### config.mk
export PLATFORM = sky130hd
export DESIGN_NAME = adc_aux_sync_error_ctrl
export DESIGN_NICKNAME = d
export VERILOG_FILES = /design/src/adc_aux_pkg.sv /design/src/adc_aux_sync_error_ctrl.sv /design/src/delay_timer.sv /design/src/pin_sync2.sv
export SDC_FILE = /design/constraint.sdc
export NUM_CORES = 1
export LEC_CHECK = 0
export BUFFER_PORTS_ARGS = -buffer_cell sky130_fd_sc_hd__buf_2
export CORE_MARGIN = 2
export CORE_UTILIZATION = 56
export CTS_CLUSTER_DIAMETER = 60
export CTS_CLUSTER_SIZE = 40
export DETAILED_ROUTE_END_ITERATION = 7
export PLACE_DENSITY = 0.8
export SETUP_SLACK_MARGIN = 0.05
export SYNTH_ARGS = -nofsm -noshare
export SYNTH_HDL_FRONTEND = slang
export SYNTH_SLANG_ARGS = --single-unit
### constraint.sdc
create_clock -name clk -period 4.1 [get_ports clk]
set_input_delay 0.82 -clock clk [delete_from_list [all_inputs] [get_ports clk]]
set_output_delay 0.82 -clock clk [all_outputs]
set_load 0.05 [all_outputs]
### src/adc_aux_pkg.sv
/*
  Shared constants for the converter auxiliary control block: register offsets,
  field positions, reset values, timing figures and state encodings.
  Assumes a 250 MHz master clock.
*/
package adc_aux_pkg;
  localparam int CLK_MHZ = 250;
  localparam int ADDR_W = 6;
  localparam int REG_W = 16;
  localparam int RESULT_W = 24;
  localparam int SHORT_W = 16;
  localparam int CONV_W = 24;
  localparam int PIN_N = 2;

  localparam logic [ADDR_W-1:0] ADDR_STATUS = 6'h00;
  localparam logic [ADDR_W-1:0] ADDR_MODE = 6'h01;
  localparam logic [ADDR_W-1:0] ADDR_IFMODE = 6'h02;
  localparam logic [ADDR_W-1:0] ADDR_DATA = 6'h04;
  localparam logic [ADDR_W-1:0] ADDR_PINCTL = 6'h06;

  localparam logic [REG_W-1:0] MODE_RESET = 16'h8000;
  localparam logic [REG_W-1:0] IFMODE_RESET = 16'h0000;
  localparam logic [REG_W-1:0] PINCTL_RESET = 16'h0800;

  localparam int MODE_HIDE_BIT = 14;
  localparam int MODE_DELAY_LSB = 8;
  localparam int MODE_DELAY_W = 3;
  localparam logic [MODE_DELAY_W-1:0] DELAY_SEL_MAX = 3'h7;

  localparam int IF_ALTERNATE_SYNC_ENABLE_BIT = 12;
  localparam int IF_HOLD_BIT = 8;
  localparam int IF_REGCHK_BIT = 5;
  localparam int IF_SHORT_BIT = 0;

  localparam int PC_MUX_BIT = 12;
  localparam int PC_SYNC_EN_BIT = 11;
  localparam int PC_ERRF_LSB = 9;
  localparam int PC_FAULT_PIN_LEVEL_BIT = 8;
  localparam int PC_IN_EN_LSB = 4;
  localparam int PC_OUT_EN_LSB = 2;
  localparam int PC_LEVEL_LSB = 0;

  localparam int ST_READY_BIT = 7;
  localparam int ST_ADC_ERR_BIT = 6;
  localparam int ST_CRC_ERR_BIT = 5;
  localparam int ST_REG_ERR_BIT = 4;
  localparam int ST_FAULT_PIN_LEVEL_BIT = 2;
  localparam int ST_CHAN_LSB = 0;
  localparam int CHAN_W = 2;

  localparam int DELAY_MAX_US = 1000;
  localparam int DOUT_REVERT_NS = 20;
  localparam int REVERT_CYCLES = (DOUT_REVERT_NS * CLK_MHZ / 1000) < 1 ? 1 :
                                 (DOUT_REVERT_NS * CLK_MHZ / 1000);
  localparam int REVERT_W = 4;

  typedef enum logic [1:0] {
    ERRF_OFF = 2'b00,
    ERRF_INPUT = 2'b01,
    ERRF_OUTPUT = 2'b10,
    ERRF_GPOUT = 2'b11
  } err_func_t;

  typedef enum logic [1:0] {
    SEQ_HOLD = 2'b00,
    SEQ_DELAY = 2'b01,
    SEQ_CONVERT = 2'b10,
    SEQ_WAIT_SYNC = 2'b11
  } seq_state_t;
endpackage

### src/adc_aux_sync_error_ctrl.sv
/*
  Auxiliary control around a sigma-delta converter: general-purpose pins,
  shared sync/error pin, pre-sampling delay, result width, data/ready pin
  behaviour, synchronization and error flags.
  Assumes a serial engine on clk supplies register strobes and read framing,
  and a modulator/filter core supplies conversion results.
*/
// Functional notes
// - Input-enabled auxiliary pin level is shown in its level bit.
// - Output-enabled auxiliary pin is driven from its level bit.
// - Error function 11 makes sync/error pin an output from error-data bit.
// - Mux timing bit makes pin changes follow the conversion sequencer.
// - Three-bit mode field picks one of eight delays, zero to 1 ms.
// - Nonzero delay without hide is added to every conversion.
// - Hide with combined sinc and short delay trims averaging as well.
// - Absorption only below 10 kSPS and never at the excepted rates.
// - Short width rounds results to 16 bits; default is 24 bits.
// - Data/ready pin shows ready, data while reading, ready soon after.
// - Hold bit keeps data mode until chip select rises.
// - Sync enable makes the pin an active-low sync input resetting filter.
// - Filter held while sync low, released on next clock after rise.
// - Sync rise starts a conversion; ready fall marks completion.
// - Alternate sync finishes conversion, advances channel, waits for sync high.
// - Range faults set converter error and clamp data until fault ends.
// - Bad write checksum sets CRC error; status read clears it.
// - Register check sets register error on change; clearing check clears it.
// - Register checksum excludes data, status and interface mode registers.
// - Error function 10 drives open-drain low on any error flag.
// - Error function 01 takes an error input into converter error.
`timescale 1ns/100ps
module adc_aux_sync_error_ctrl #(
  parameter int MAX_DELAY_CYCLES = adc_aux_pkg::DELAY_MAX_US * adc_aux_pkg::CLK_MHZ,
  parameter int DLY_W = $clog2(MAX_DELAY_CYCLES + 1)
) (
  // Clock and reset.
  input wire logic clk,
  input wire logic rst_b,
  // Register access from the serial engine.
  input wire logic regWr,
  input wire logic regWrCrcBad,
  input wire logic regRd,
  input wire logic [adc_aux_pkg::ADDR_W-1:0] regAddr,
  input wire logic [adc_aux_pkg::REG_W-1:0] regWrData,
  output logic [adc_aux_pkg::RESULT_W-1:0] regRdData,
  // Read framing and shared data/ready pin.
  input wire logic readActive,
  input wire logic readBit,
  input wire logic csPin_b,
  output logic doutPin,
  // Filter core.
  input wire logic convDone,
  input wire logic convOverrange,
  input wire logic convUnderrange,
  input wire logic [adc_aux_pkg::RESULT_W-1:0] convResult,
  input wire logic [adc_aux_pkg::CONV_W-1:0] convTimeCycles,
  input wire logic combinedSinc,
  input wire logic rateBelow10k,
  input wire logic rateExcepted,
  output logic filterReset,
  output logic sampleStart,
  output logic channelAdvance,
  output logic [adc_aux_pkg::CHAN_W-1:0] channel,
  output logic [DLY_W-1:0] averageTrim,
  output logic [adc_aux_pkg::RESULT_W-1:0] dataWord,
  // Auxiliary pins, bit 0 is pin a.
  input wire logic [adc_aux_pkg::PIN_N-1:0] auxPinIn,
  output logic [adc_aux_pkg::PIN_N-1:0] auxPinOut,
  output logic [adc_aux_pkg::PIN_N-1:0] auxPinOe_b,
  // Shared sync/error pin.
  input wire logic syncErrPinIn,
  output logic syncErrPinOut,
  output logic syncErrPinOe_b
);
  import adc_aux_pkg::*;

  localparam int REV_MAX = REVERT_CYCLES + 1;

  logic [REG_W-1:0] modeReg, ifMode, pinCtl, checkSnap;
  logic [PIN_N-1:0] auxLvl, applied, inEn, outEn, levelBits;
  logic csLvl, errPinLvl, syncEn, altSync, doutHold, regCheck, shortWidth;
  logic muxTiming, errData, hideDelay, regCheckQ, readActiveQ, dataMode;
  logic readyB, faultLatched, crcErr, regErr, adcErr, anyErr, syncLow, holdReq;
  logic convTaken, timerLoad, timerDone, absorbDelay;
  logic [MODE_DELAY_W-1:0] delaySel;
  logic [DLY_W-1:0] delayCycles;
  logic [REVERT_W-1:0] revCnt;
  logic [RESULT_W-1:0] clamped;
  logic [SHORT_W:0] rounded;
  err_func_t errFunc;
  seq_state_t state, next_state;

  // Pins from outside the clock domain.
  pin_sync2 #(.W(PIN_N + 2)) u_sync (
    .clk(clk),
    .rst_b(rst_b),
    .pinIn({csPin_b, syncErrPinIn, auxPinIn}),
    .pinLvl({csLvl, errPinLvl, auxLvl})
  );

  assign hideDelay = modeReg[MODE_HIDE_BIT];
  assign delaySel = modeReg[MODE_DELAY_LSB +: MODE_DELAY_W];
  assign altSync = ifMode[IF_ALTERNATE_SYNC_ENABLE_BIT];
  assign doutHold = ifMode[IF_HOLD_BIT];
  assign regCheck = ifMode[IF_REGCHK_BIT];
  assign shortWidth = ifMode[IF_SHORT_BIT];
  assign muxTiming = pinCtl[PC_MUX_BIT];
  assign syncEn = pinCtl[PC_SYNC_EN_BIT];
  assign errFunc = err_func_t'(pinCtl[PC_ERRF_LSB +: 2]);
  assign errData = pinCtl[PC_FAULT_PIN_LEVEL_BIT];
  assign inEn = pinCtl[PC_IN_EN_LSB +: PIN_N];
  assign outEn = pinCtl[PC_OUT_EN_LSB +: PIN_N];
  assign levelBits = pinCtl[PC_LEVEL_LSB +: PIN_N];

  // Setting 7 gives the full delay; each lower setting down to 1 halves it, and setting 0 gives none.
  assign delayCycles = (delaySel == '0) ? '0 :
    DLY_W'(MAX_DELAY_CYCLES >> (DELAY_SEL_MAX - delaySel));

  // The delay is always inserted; when hidden and absorbed the filter averages less.
  assign absorbDelay = hideDelay && combinedSinc && rateBelow10k && !rateExcepted &&
    (CONV_W'(delayCycles) < (convTimeCycles >> 1));
  assign averageTrim = absorbDelay ? delayCycles : '0;

  // Register writes; a write with a bad checksum does not land.
  always_ff @(posedge clk) begin
    if (!rst_b) begin
      modeReg <= MODE_RESET;
      ifMode <= IFMODE_RESET;
      pinCtl <= PINCTL_RESET;
    end else if (regWr && !regWrCrcBad) begin
      if (regAddr == ADDR_MODE) begin
        modeReg <= regWrData;
      end else if (regAddr == ADDR_IFMODE) begin
        ifMode <= regWrData;
      end else if (regAddr == ADDR_PINCTL) begin
        pinCtl <= regWrData;
      end
    end
  end

  // Register reads.
  always_ff @(posedge clk) begin
    if (!rst_b) begin
      regRdData <= '0;
    end else if (regRd) begin
      if (regAddr == ADDR_STATUS) begin
        regRdData <= '0;
        regRdData[ST_READY_BIT] <= readyB;
        regRdData[ST_ADC_ERR_BIT] <= adcErr;
        regRdData[ST_CRC_ERR_BIT] <= crcErr;
        regRdData[ST_REG_ERR_BIT] <= regErr;
        regRdData[ST_FAULT_PIN_LEVEL_BIT] <= (errFunc == ERRF_INPUT) && errPinLvl;
        regRdData[ST_CHAN_LSB +: CHAN_W] <= channel;
      end else if (regAddr == ADDR_MODE) begin
        regRdData <= RESULT_W'(modeReg);
      end else if (regAddr == ADDR_IFMODE) begin
        regRdData <= RESULT_W'(ifMode);
      end else if (regAddr == ADDR_DATA) begin
        regRdData <= dataWord;
      end else if (regAddr == ADDR_PINCTL) begin
        regRdData <= RESULT_W'(pinCtl);
        regRdData[PC_LEVEL_LSB +: PIN_N] <= (inEn & auxLvl) | (~inEn & levelBits);
        if (errFunc == ERRF_INPUT) begin
          regRdData[PC_FAULT_PIN_LEVEL_BIT] <= errPinLvl;
        end
      end else begin
        regRdData <= '0;
      end
    end
  end

  // Auxiliary pins; with mux timing the level only moves at a channel change.
  always_ff @(posedge clk) begin
    if (!rst_b) begin
      applied <= '0;
    end else if (!muxTiming || channelAdvance) begin
      applied <= levelBits;
    end
  end

  generate
    for (genvar i = 0; i < PIN_N; i++) begin : g_aux
      always_ff @(posedge clk) begin
        if (!rst_b) begin
          auxPinOut[i] <= 1'b0;
          auxPinOe_b[i] <= 1'b1;
        end else begin
          auxPinOut[i] <= applied[i];
          auxPinOe_b[i] <= !outEn[i];
        end
      end
    end
  endgenerate

  // Shared sync/error pin drive.
  always_ff @(posedge clk) begin
    if (!rst_b) begin
      syncErrPinOut <= 1'b0;
      syncErrPinOe_b <= 1'b1;
    end else if (syncEn) begin
      syncErrPinOut <= 1'b0;
      syncErrPinOe_b <= 1'b1;
    end else begin
      case (errFunc)
        ERRF_GPOUT: begin
          syncErrPinOut <= errData;
          syncErrPinOe_b <= 1'b0;
        end
        ERRF_OUTPUT: begin
          syncErrPinOut <= 1'b0;
          syncErrPinOe_b <= !anyErr;
        end
        default: begin
          syncErrPinOut <= 1'b0;
          syncErrPinOe_b <= 1'b1;
        end
      endcase
    end
  end

  // Sync low is caught after two flops; the host holds it one clock or more.
  assign syncLow = syncEn && !errPinLvl;
  assign holdReq = syncLow && !altSync;
  assign filterReset = (state == SEQ_HOLD);
  assign convTaken = (state == SEQ_CONVERT) && convDone && !holdReq;

  always_comb begin
    next_state = state;
    timerLoad = 1'b0;
    case (state)
      SEQ_HOLD: begin
        if (!holdReq) begin
          next_state = SEQ_DELAY;
          timerLoad = 1'b1;
        end
      end
      SEQ_DELAY: begin
        if (timerDone) begin
          next_state = SEQ_CONVERT;
        end
      end
      SEQ_CONVERT: begin
        if (convDone) begin
          if (altSync && syncLow) begin
            next_state = SEQ_WAIT_SYNC;
          end else begin
            next_state = SEQ_DELAY;
            timerLoad = 1'b1;
          end
        end
      end
      SEQ_WAIT_SYNC: begin
        if (!syncLow) begin
          next_state = SEQ_DELAY;
          timerLoad = 1'b1;
        end
      end
      default: begin
        next_state = SEQ_HOLD;
      end
    endcase
    if (holdReq) begin
      next_state = SEQ_HOLD;
      timerLoad = 1'b0;
    end
  end

  delay_timer #(.W(DLY_W)) u_delay (
    .clk(clk),
    .rst_b(rst_b),
    .load(timerLoad),
    .count(delayCycles),
    .done(timerDone)
  );

  always_ff @(posedge clk) begin
    if (!rst_b) begin
      state <= SEQ_HOLD;
      sampleStart <= 1'b0;
      channelAdvance <= 1'b0;
    end else begin
      state <= next_state;
      sampleStart <= (state == SEQ_DELAY) && timerDone && !holdReq;
      channelAdvance <= convTaken;
    end
  end

  always_ff @(posedge clk) begin
    if (!rst_b) begin
      channel <= '0;
    end else if (channelAdvance) begin
      channel <= channel + 1'b1;
    end
  end

  // Result clamping and rounding; rounding saturates at full scale.
  always_comb begin
    clamped = convResult;
    if (convOverrange) begin
      clamped = '1;
    end else if (convUnderrange) begin
      clamped = '0;
    end
    rounded = {1'b0, clamped[RESULT_W-1 -: SHORT_W]} +
      (SHORT_W + 1)'(clamped[RESULT_W-SHORT_W-1]);
    if (rounded[SHORT_W]) begin
      rounded = {1'b0, {SHORT_W{1'b1}}};
    end
  end

  always_ff @(posedge clk) begin
    if (!rst_b) begin
      dataWord <= '0;
      faultLatched <= 1'b0;
    end else if (convTaken) begin
      dataWord <= shortWidth ? RESULT_W'(rounded[SHORT_W-1:0]) : clamped;
      faultLatched <= convOverrange || convUnderrange;
    end
  end

  assign adcErr = faultLatched || ((errFunc == ERRF_INPUT) && !errPinLvl);
  assign anyErr = adcErr || crcErr || regErr;

  // Ready goes low on new data and high when a read finishes; new data wins.
  always_ff @(posedge clk) begin
    if (!rst_b) begin
      readyB <= 1'b1;
      readActiveQ <= 1'b0;
    end else begin
      readActiveQ <= readActive;
      if (convTaken) begin
        readyB <= 1'b0;
      end else if (readActiveQ && !readActive) begin
        readyB <= 1'b1;
      end
    end
  end

  always_ff @(posedge clk) begin
    if (!rst_b) begin
      crcErr <= 1'b0;
    end else if (regWrCrcBad) begin
      crcErr <= 1'b1;
    end else if (regRd && (regAddr == ADDR_STATUS)) begin
      crcErr <= 1'b0;
    end
  end

  // Register check snapshot over mode and pin control only.
  always_ff @(posedge clk) begin
    if (!rst_b) begin
      regCheckQ <= 1'b0;
      checkSnap <= '0;
      regErr <= 1'b0;
    end else begin
      regCheckQ <= regCheck;
      if (!regCheck) begin
        regErr <= 1'b0;
      end else if (!regCheckQ) begin
        checkSnap <= modeReg ^ pinCtl;
      end else if ((modeReg ^ pinCtl) != checkSnap) begin
        regErr <= 1'b1;
      end
    end
  end

  // Data/ready pin; the last data bit stands until the pin reverts.
  always_ff @(posedge clk) begin
    if (!rst_b) begin
      dataMode <= 1'b0;
      revCnt <= '0;
      doutPin <= 1'b1;
    end else begin
      if (readActive) begin
        dataMode <= 1'b1;
        revCnt <= REVERT_W'(REVERT_CYCLES);
      end else if (dataMode) begin
        if (doutHold) begin
          dataMode <= !csLvl;
        end else if (revCnt <= 1) begin
          dataMode <= 1'b0;
        end else begin
          revCnt <= revCnt - 1'b1;
        end
      end
      doutPin <= readActive ? readBit : (dataMode ? doutPin : readyB);
    end
  end
endmodule // adc_aux_sync_error_ctrl

### src/delay_timer.sv
/*
  Down-counter that emits a one-cycle done pulse a set number of cycles
  after a load. Assumes load and count come from logic on the same clock.
*/
`timescale 1ns/100ps
module delay_timer #(
  parameter int W = 18
) (
  // Clock and reset.
  input wire logic clk,
  input wire logic rst_b,
  // Load request and its count; done follows count plus one cycles later.
  input wire logic load,
  input wire logic [W-1:0] count,
  output logic done
);
  logic [W-1:0] remain;
  logic running;

  always_ff @(posedge clk) begin
    if (!rst_b) begin
      remain <= '0;
      running <= 1'b0;
      done <= 1'b0;
    end else begin
      done <= 1'b0;
      if (load) begin
        remain <= count;
        running <= 1'b1;
      end else if (running) begin
        if (remain == '0) begin
          running <= 1'b0;
          done <= 1'b1;
        end else begin
          remain <= remain - 1'b1;
        end
      end
    end
  end
endmodule // delay_timer

### src/pin_sync2.sv
/*
  Two-stage synchronizer for a group of pin inputs.
  Assumes the inputs are asynchronous to clk and the reset is synchronous.
*/
`timescale 1ns/100ps
module pin_sync2 #(
  parameter int W = 1
) (
  // Clock and reset.
  input wire logic clk,
  input wire logic rst_b,
  // Pins and their synchronized levels.
  input wire logic [W-1:0] pinIn,
  output logic [W-1:0] pinLvl
);
  logic [W-1:0] stage1;

  always_ff @(posedge clk) begin
    if (!rst_b) begin
      stage1 <= '1;
      pinLvl <= '1;
    end else begin
      stage1 <= pinIn;
      pinLvl <= stage1;
    end
  end
endmodule // pin_sync2

After elaboration in Yosys (flattened, before gate mapping)
Index checks and enable logic that the tools add are counted.

Bits in registers: 166. Input bits: 87. Output and inout port bits: 78.

Shifts and indexed selects: 1. Bitwise operators: 13. $lt $le $gt $ge: 2. Add/sub/neg operators: 5. Reductions and logical operators: 55. Equal/unequal tests: 18. Multiplexer cells: 44.

Operator list (number): two-way mux 24 bit (7); two-way mux 18 bit (5); two-way mux 16 bit (2); less-than comparator 18 x 23 -> 1 bit (1); two-way mux 1 bit (19); logical NOT 18 bit (1); right shift 18 x 3 -> 18 bit, first input constant (1); subtractor 18 x 1 -> 18 bit, second input constant (1); adder 16 x 1 -> 17 bit (1); logical AND 1 bit (16); != test 16 bit (1); bitwise XOR 16 bit (1); == test 6 x 3 -> 1 bit, second input constant (2); two-way mux 3 bit (4); != test 2 bit, second input constant (6); AND reduction 3 bit (4); logical NOT 1 bit (11); AND reduction 2 bit (5); == test 2 bit, second input constant (4); two-way mux 2 bit (4); inverter 1 bit (8); case mux 2 bit (4 select lines) (1); nonzero test 2 bit (4); == test 6 x 1 -> 1 bit, second input constant (1); other kinds (19) (28).

Depth between registers and ports, before layout
Word-level depth: 9. Gate-level depth with buffers: 12.

By module
From an unflattened synthesis, not the netlist that was laid out.

Cell total of the unflattened synthesis: 1095. Area total of the unflattened synthesis: 8837.2 µm².

By module, submodules not included: adc_aux_sync_error_ctrl (area each 7410.9 µm², times used 1, cells each 932); delay_timer (area each 1216.2 µm², times used 1, cells each 147); pin_sync2 (area each 210.2 µm², times used 1, cells each 16).

Worst setup path before layout
No wires, ideal clock.

Path type: register to output. Start point: reg modeReg[8]. End point: out averageTrim[3]. Path buffers: 0. Cell stages (with the launch flop): 11. Arrival: 4771 ps. Data required time: 3280 ps. Slack: -1491 ps. Path through: dfxtp_1 > inv_1 > ha_1 > or2_2 > nor2_1 > ha_1 > a21o_1 > a21o_1 > a21oi_1 > o221ai_1 > a2111oi_0.

Longest elaborated chain between the ends: 6. Elaborated cells between the ends (all ways): 7. Classes of those cells: add/sub (1); order compare (1); shift (1); mux (2); reduce/logical (2).

Ends and longest elaborated chain: from (decl) (line adc_aux_sync_error_ctrl.sv:78) `logic [REG_W-1:0] modeReg, ifMode, pinCtl, checkSnap;`; from (signal assigned) (line adc_aux_sync_error_ctrl.sv:131) `modeReg <= regWrData;`; subtractor 3 bit (line adc_aux_sync_error_ctrl.sv:116) `DLY_W'(MAX_DELAY_CYCLES >> (DELAY_SEL_MAX - delaySel));`; right shift 18 x 3 -> 18 bit (line adc_aux_sync_error_ctrl.sv:116); two-way mux 18 bit * (line adc_aux_sync_error_ctrl.sv:115) `assign delayCycles = (delaySel == '0) ? '0 :`; less-than comparator 18 x 23 -> 1 bit (line adc_aux_sync_error_ctrl.sv:120) `(CONV_W'(delayCycles) < (convTimeCycles >> 1));`; logical AND 1 bit (line adc_aux_sync_error_ctrl.sv:119) `assign absorbDelay = hideDelay && combinedSinc && rateBelow10k && !rateExcepted &&`; two-way mux 18 bit * (line adc_aux_sync_error_ctrl.sv:121) `assign averageTrim = absorbDelay ? delayCycles : '0;`; to (decl) (line adc_aux_sync_error_ctrl.sv:63) `output logic [DLY_W-1:0] averageTrim,`.

Mark *: on every way between the ends. The rest lies on a longest branch, timed or not.

Worst setup path in the final report
Start point: reg modeReg[9]. End point: out averageTrim[5].

The elaborated chain is that of the path after synthesis.

==> reports/metrics.yaml <==
min_path:
  hp-class: "flop to flop"
  hold-path-endpoint: "u_sync.pinLvl[3]"
  whs_path_depth: 1
  hold_start: "u_sync.stage1[3]"
setup_path:
  cp.arrival_ps: 3280
  cp.required_ps: 3280
  worstSetupPathType: "flop to output pin"
  crit_fanout: 9
  cp-end-kind: "output pin"
  r2r_cells: 5
  start_kind: "flop"
  regToRegSetupSlack_ps: 1400
  timing.rr.end: "dataWord[12]"
  r2r_start: "pinCtl[11]"
yosys:
  synth-main-ff-cell: "dfxtp_1"
  synth_cell_types: 70
  ys_seq_elements: 166
  synthTopCellsByCount: "dfxtp_1 (166), nand2_1 (115), a21oi_1 (114)"
  synth_top_area_share_pct: 37.0
  synth_warnings: 0
  synth_cells: 1123
  yosysSeqAreaShare_pct: 37.0
  yosys.cell_count.top_type: "dfxtp_1"
  async_flop_share_pct: 0
  synth_edf_count: 0
  syn_area_mm2: 0.00897
  netlist_top_cells_area: "dfxtp_1 (37%), a21oi_1 (6.4%), nand2_1 (4.8%)"
  synth_top_area_cell: "dfxtp_1"
  syn_nets: 1243
  syn_avg_cell_area_um2: 7.99
cts:
  ctsLongestPathBuffers: 2
  numCtsBuffers: 17
  cts-root-buf: "clkbuf_16"
  insertion_delay_ps: 430
  cts_hold_buf: 0
  htree_levels: 4
  cts_tree: "done"
  cts_num_sinks: 166
  path_clk_slew_ps: 70
finish:
  fill_cells: 1296
  finalCoreUtilization_pct: 69.8
  multi_input_area_mm2: 0.00548
  syn_to_final_growth_pct: 22.6
  drive_above_1_share_pct: 22.6
  fin_cells: 1494
  ff_latch_area_mm2: 0.00332
  diodes: 0
  final_nets: 1385
sta:
  finalSetupViolations: 0
  fin_crit_sh_pct: 99.9
  clock-skew-final_ps: 5.85
  drv_slew: 0
  post-route-min-period_ps: 4100
  hold_viol: 0
  slew_headroom_pct: 24.1
  grt_setup_unrepaired: "yes"
  clock.fmax_mhz: 244
  tightest_slew_ps: 1130
grt:
  grt_overflow: 0
  grt_start_max_net_pins: 83
  grt_pass1_vias: 8275
  grt_usage_pct: 32.0
  grt_pass1_wl_um: 42600
  antenna_found_initial: 0
power_and_ir_drop:
  p_per_area_mw_per_mm2: 351
  vdd_drop_max_mv: 0.300
  p_leak_uw: 0.00437
die:
  die_h_um: 131
  core_area_mm2: 0.0158
  dieWidth_um: 131
  num_io_pins: 165
  rows: 46
  die_area_mm2: 0.0171
  start_util_pct: 56.9
detailed_routing:
  num_vias: 8981
  drt-total-wl_um: 27400
  antenna_left: 0
  post_drt_wl_per_cell_um: 18.4
  drt_iter0_drc: 867
  avgViaCountPerCell: 6.01
  drc: 0
  dr.pass1.iters: 5
place:
  placement.io_buffers: 163
  post-place-cells: 1458
  hpwl_um: 19500
  place.gp.congestion: 0.955
flow_run:
  drv_cap: 0
outcome:
  status: "complete, no violations"
cells in the final DEF, fill, tap and decap left out, types with 21 or more instances in the layout:
cell type  instances
xnor2_1           30
nor2_1           102
nand3_1           50
ha_1              33
o21ai_0           58
a211oi_1          25
nand2_1          111
buf_4             50
xor2_1            21
mux2i_1           27
inv_1             41
buf_2            145
a21oi_1          112
dfxtp_1          165
nand2b_1          29
sequential cells by signal, summed over array words and instances, names as in the netlist, 4 cells and up:
signal	cells
u_delay.remain	18
u_sync.pinLvl	4
pinCtl	16
checkSnap	16
regRdData	24
ifMode	16
u_sync.stage1	4
dataWord	24
revCnt	4
modeReg	16
where the power goes:
part | switching (uW) | total, uW | internal (uW) | leakage (uW)
Clock | 700 | 1550 | 850 | 0.000269
Sequential | 50.3 | 1710 | 1660 | 0.00135
Combinational | 384 | 605 | 220 | 0.00275
area by class of cell:
cell class | count | area share [%]
Multi-Input combinational cell | 837 | 49.8
Sequential cell | 166 | 30.2
Timing Repair Buffer | 199 | 10.8
Inverter | 44 | 1.50
Clock inverter | 15 | 1.34
Tap cell | 216 | 2.46
Clock buffer | 17 | 3.87
per-stage QoR:
step / hold slack [ps] / TNS, ps / instance area [um2] / total power [uW] / worst slack, ps
5_1_grt: 417 / -816 / 11000 / 4000 / -57.6
2_1_floorplan: 386 / -1240 / 9220 / 2170 / -177
4_1_cts: 410 / 0 / 10900 / 3870 / 49.2
3_3_place_gp: 393 / 0 / 10200 / 2320 / 360
3_5_place_dp: 393 / 0 / 10200 / 2330 / 309
6_report: 409 / 0 / 11000 / 3870 / 2.86
per-layer routing:
metal  wire [um]  part of all wire, %  track usage [%]
met5           0                    0                0
met4         887                  3.2             13.6
met3        2580                  9.4             6.68
met2       12700                   46             50.4
met1       11300                   41             42.8
worst max-delay path: stages (launching register included):
cell and delay [ps]:
dfxtp_1 350, inv_2 70, ha_1 210, buf_4 170, nor2_1 220, nand2_2 140
o21ai_2 100, ha_1 160, nand4_1 100, or3_4 390, a311oi_4 320, bufbuf_16 350
nor4b_2 60, buf_4 190
worst max-delay path by stage:
| stage | endpoint | start |
|---|---|---|
| after floorplan | averageTrim[10] | modeReg[10] |
| after global placement | averageTrim[0] | modeReg[8] |
| after global routing | averageTrim[5] | modeReg[9] |
| after CTS | averageTrim[5] | modeReg[8] |
| final | averageTrim[5] | modeReg[9] |
| after detailed placement | averageTrim[0] | modeReg[8] |
logic make-up after synthesis:
| kind of cell | share of synthesized area, % |
|---|---|
| flip-flops | 37.0 |
| buffers and inverters | 5.21 |
| multiplexers | 3.26 |
| AND/OR/NAND/NOR | 24.4 |
| AO/OA/AOI/OAI | 20.5 |
| XOR/XNOR | 4.98 |
| adder cells (fa/ha/maj) | 4.60 |
what timing repair did:
action                     in CTS  in global routing
hold endpoints to repair        0                  0
buffers inserted                2                  1
cloned                          1                  0
setup endpoints to repair      18                 18
pin swaps                       3                  4
resized for setup              29                 17
No activity file was read; power rests on OpenSTA's default activity.
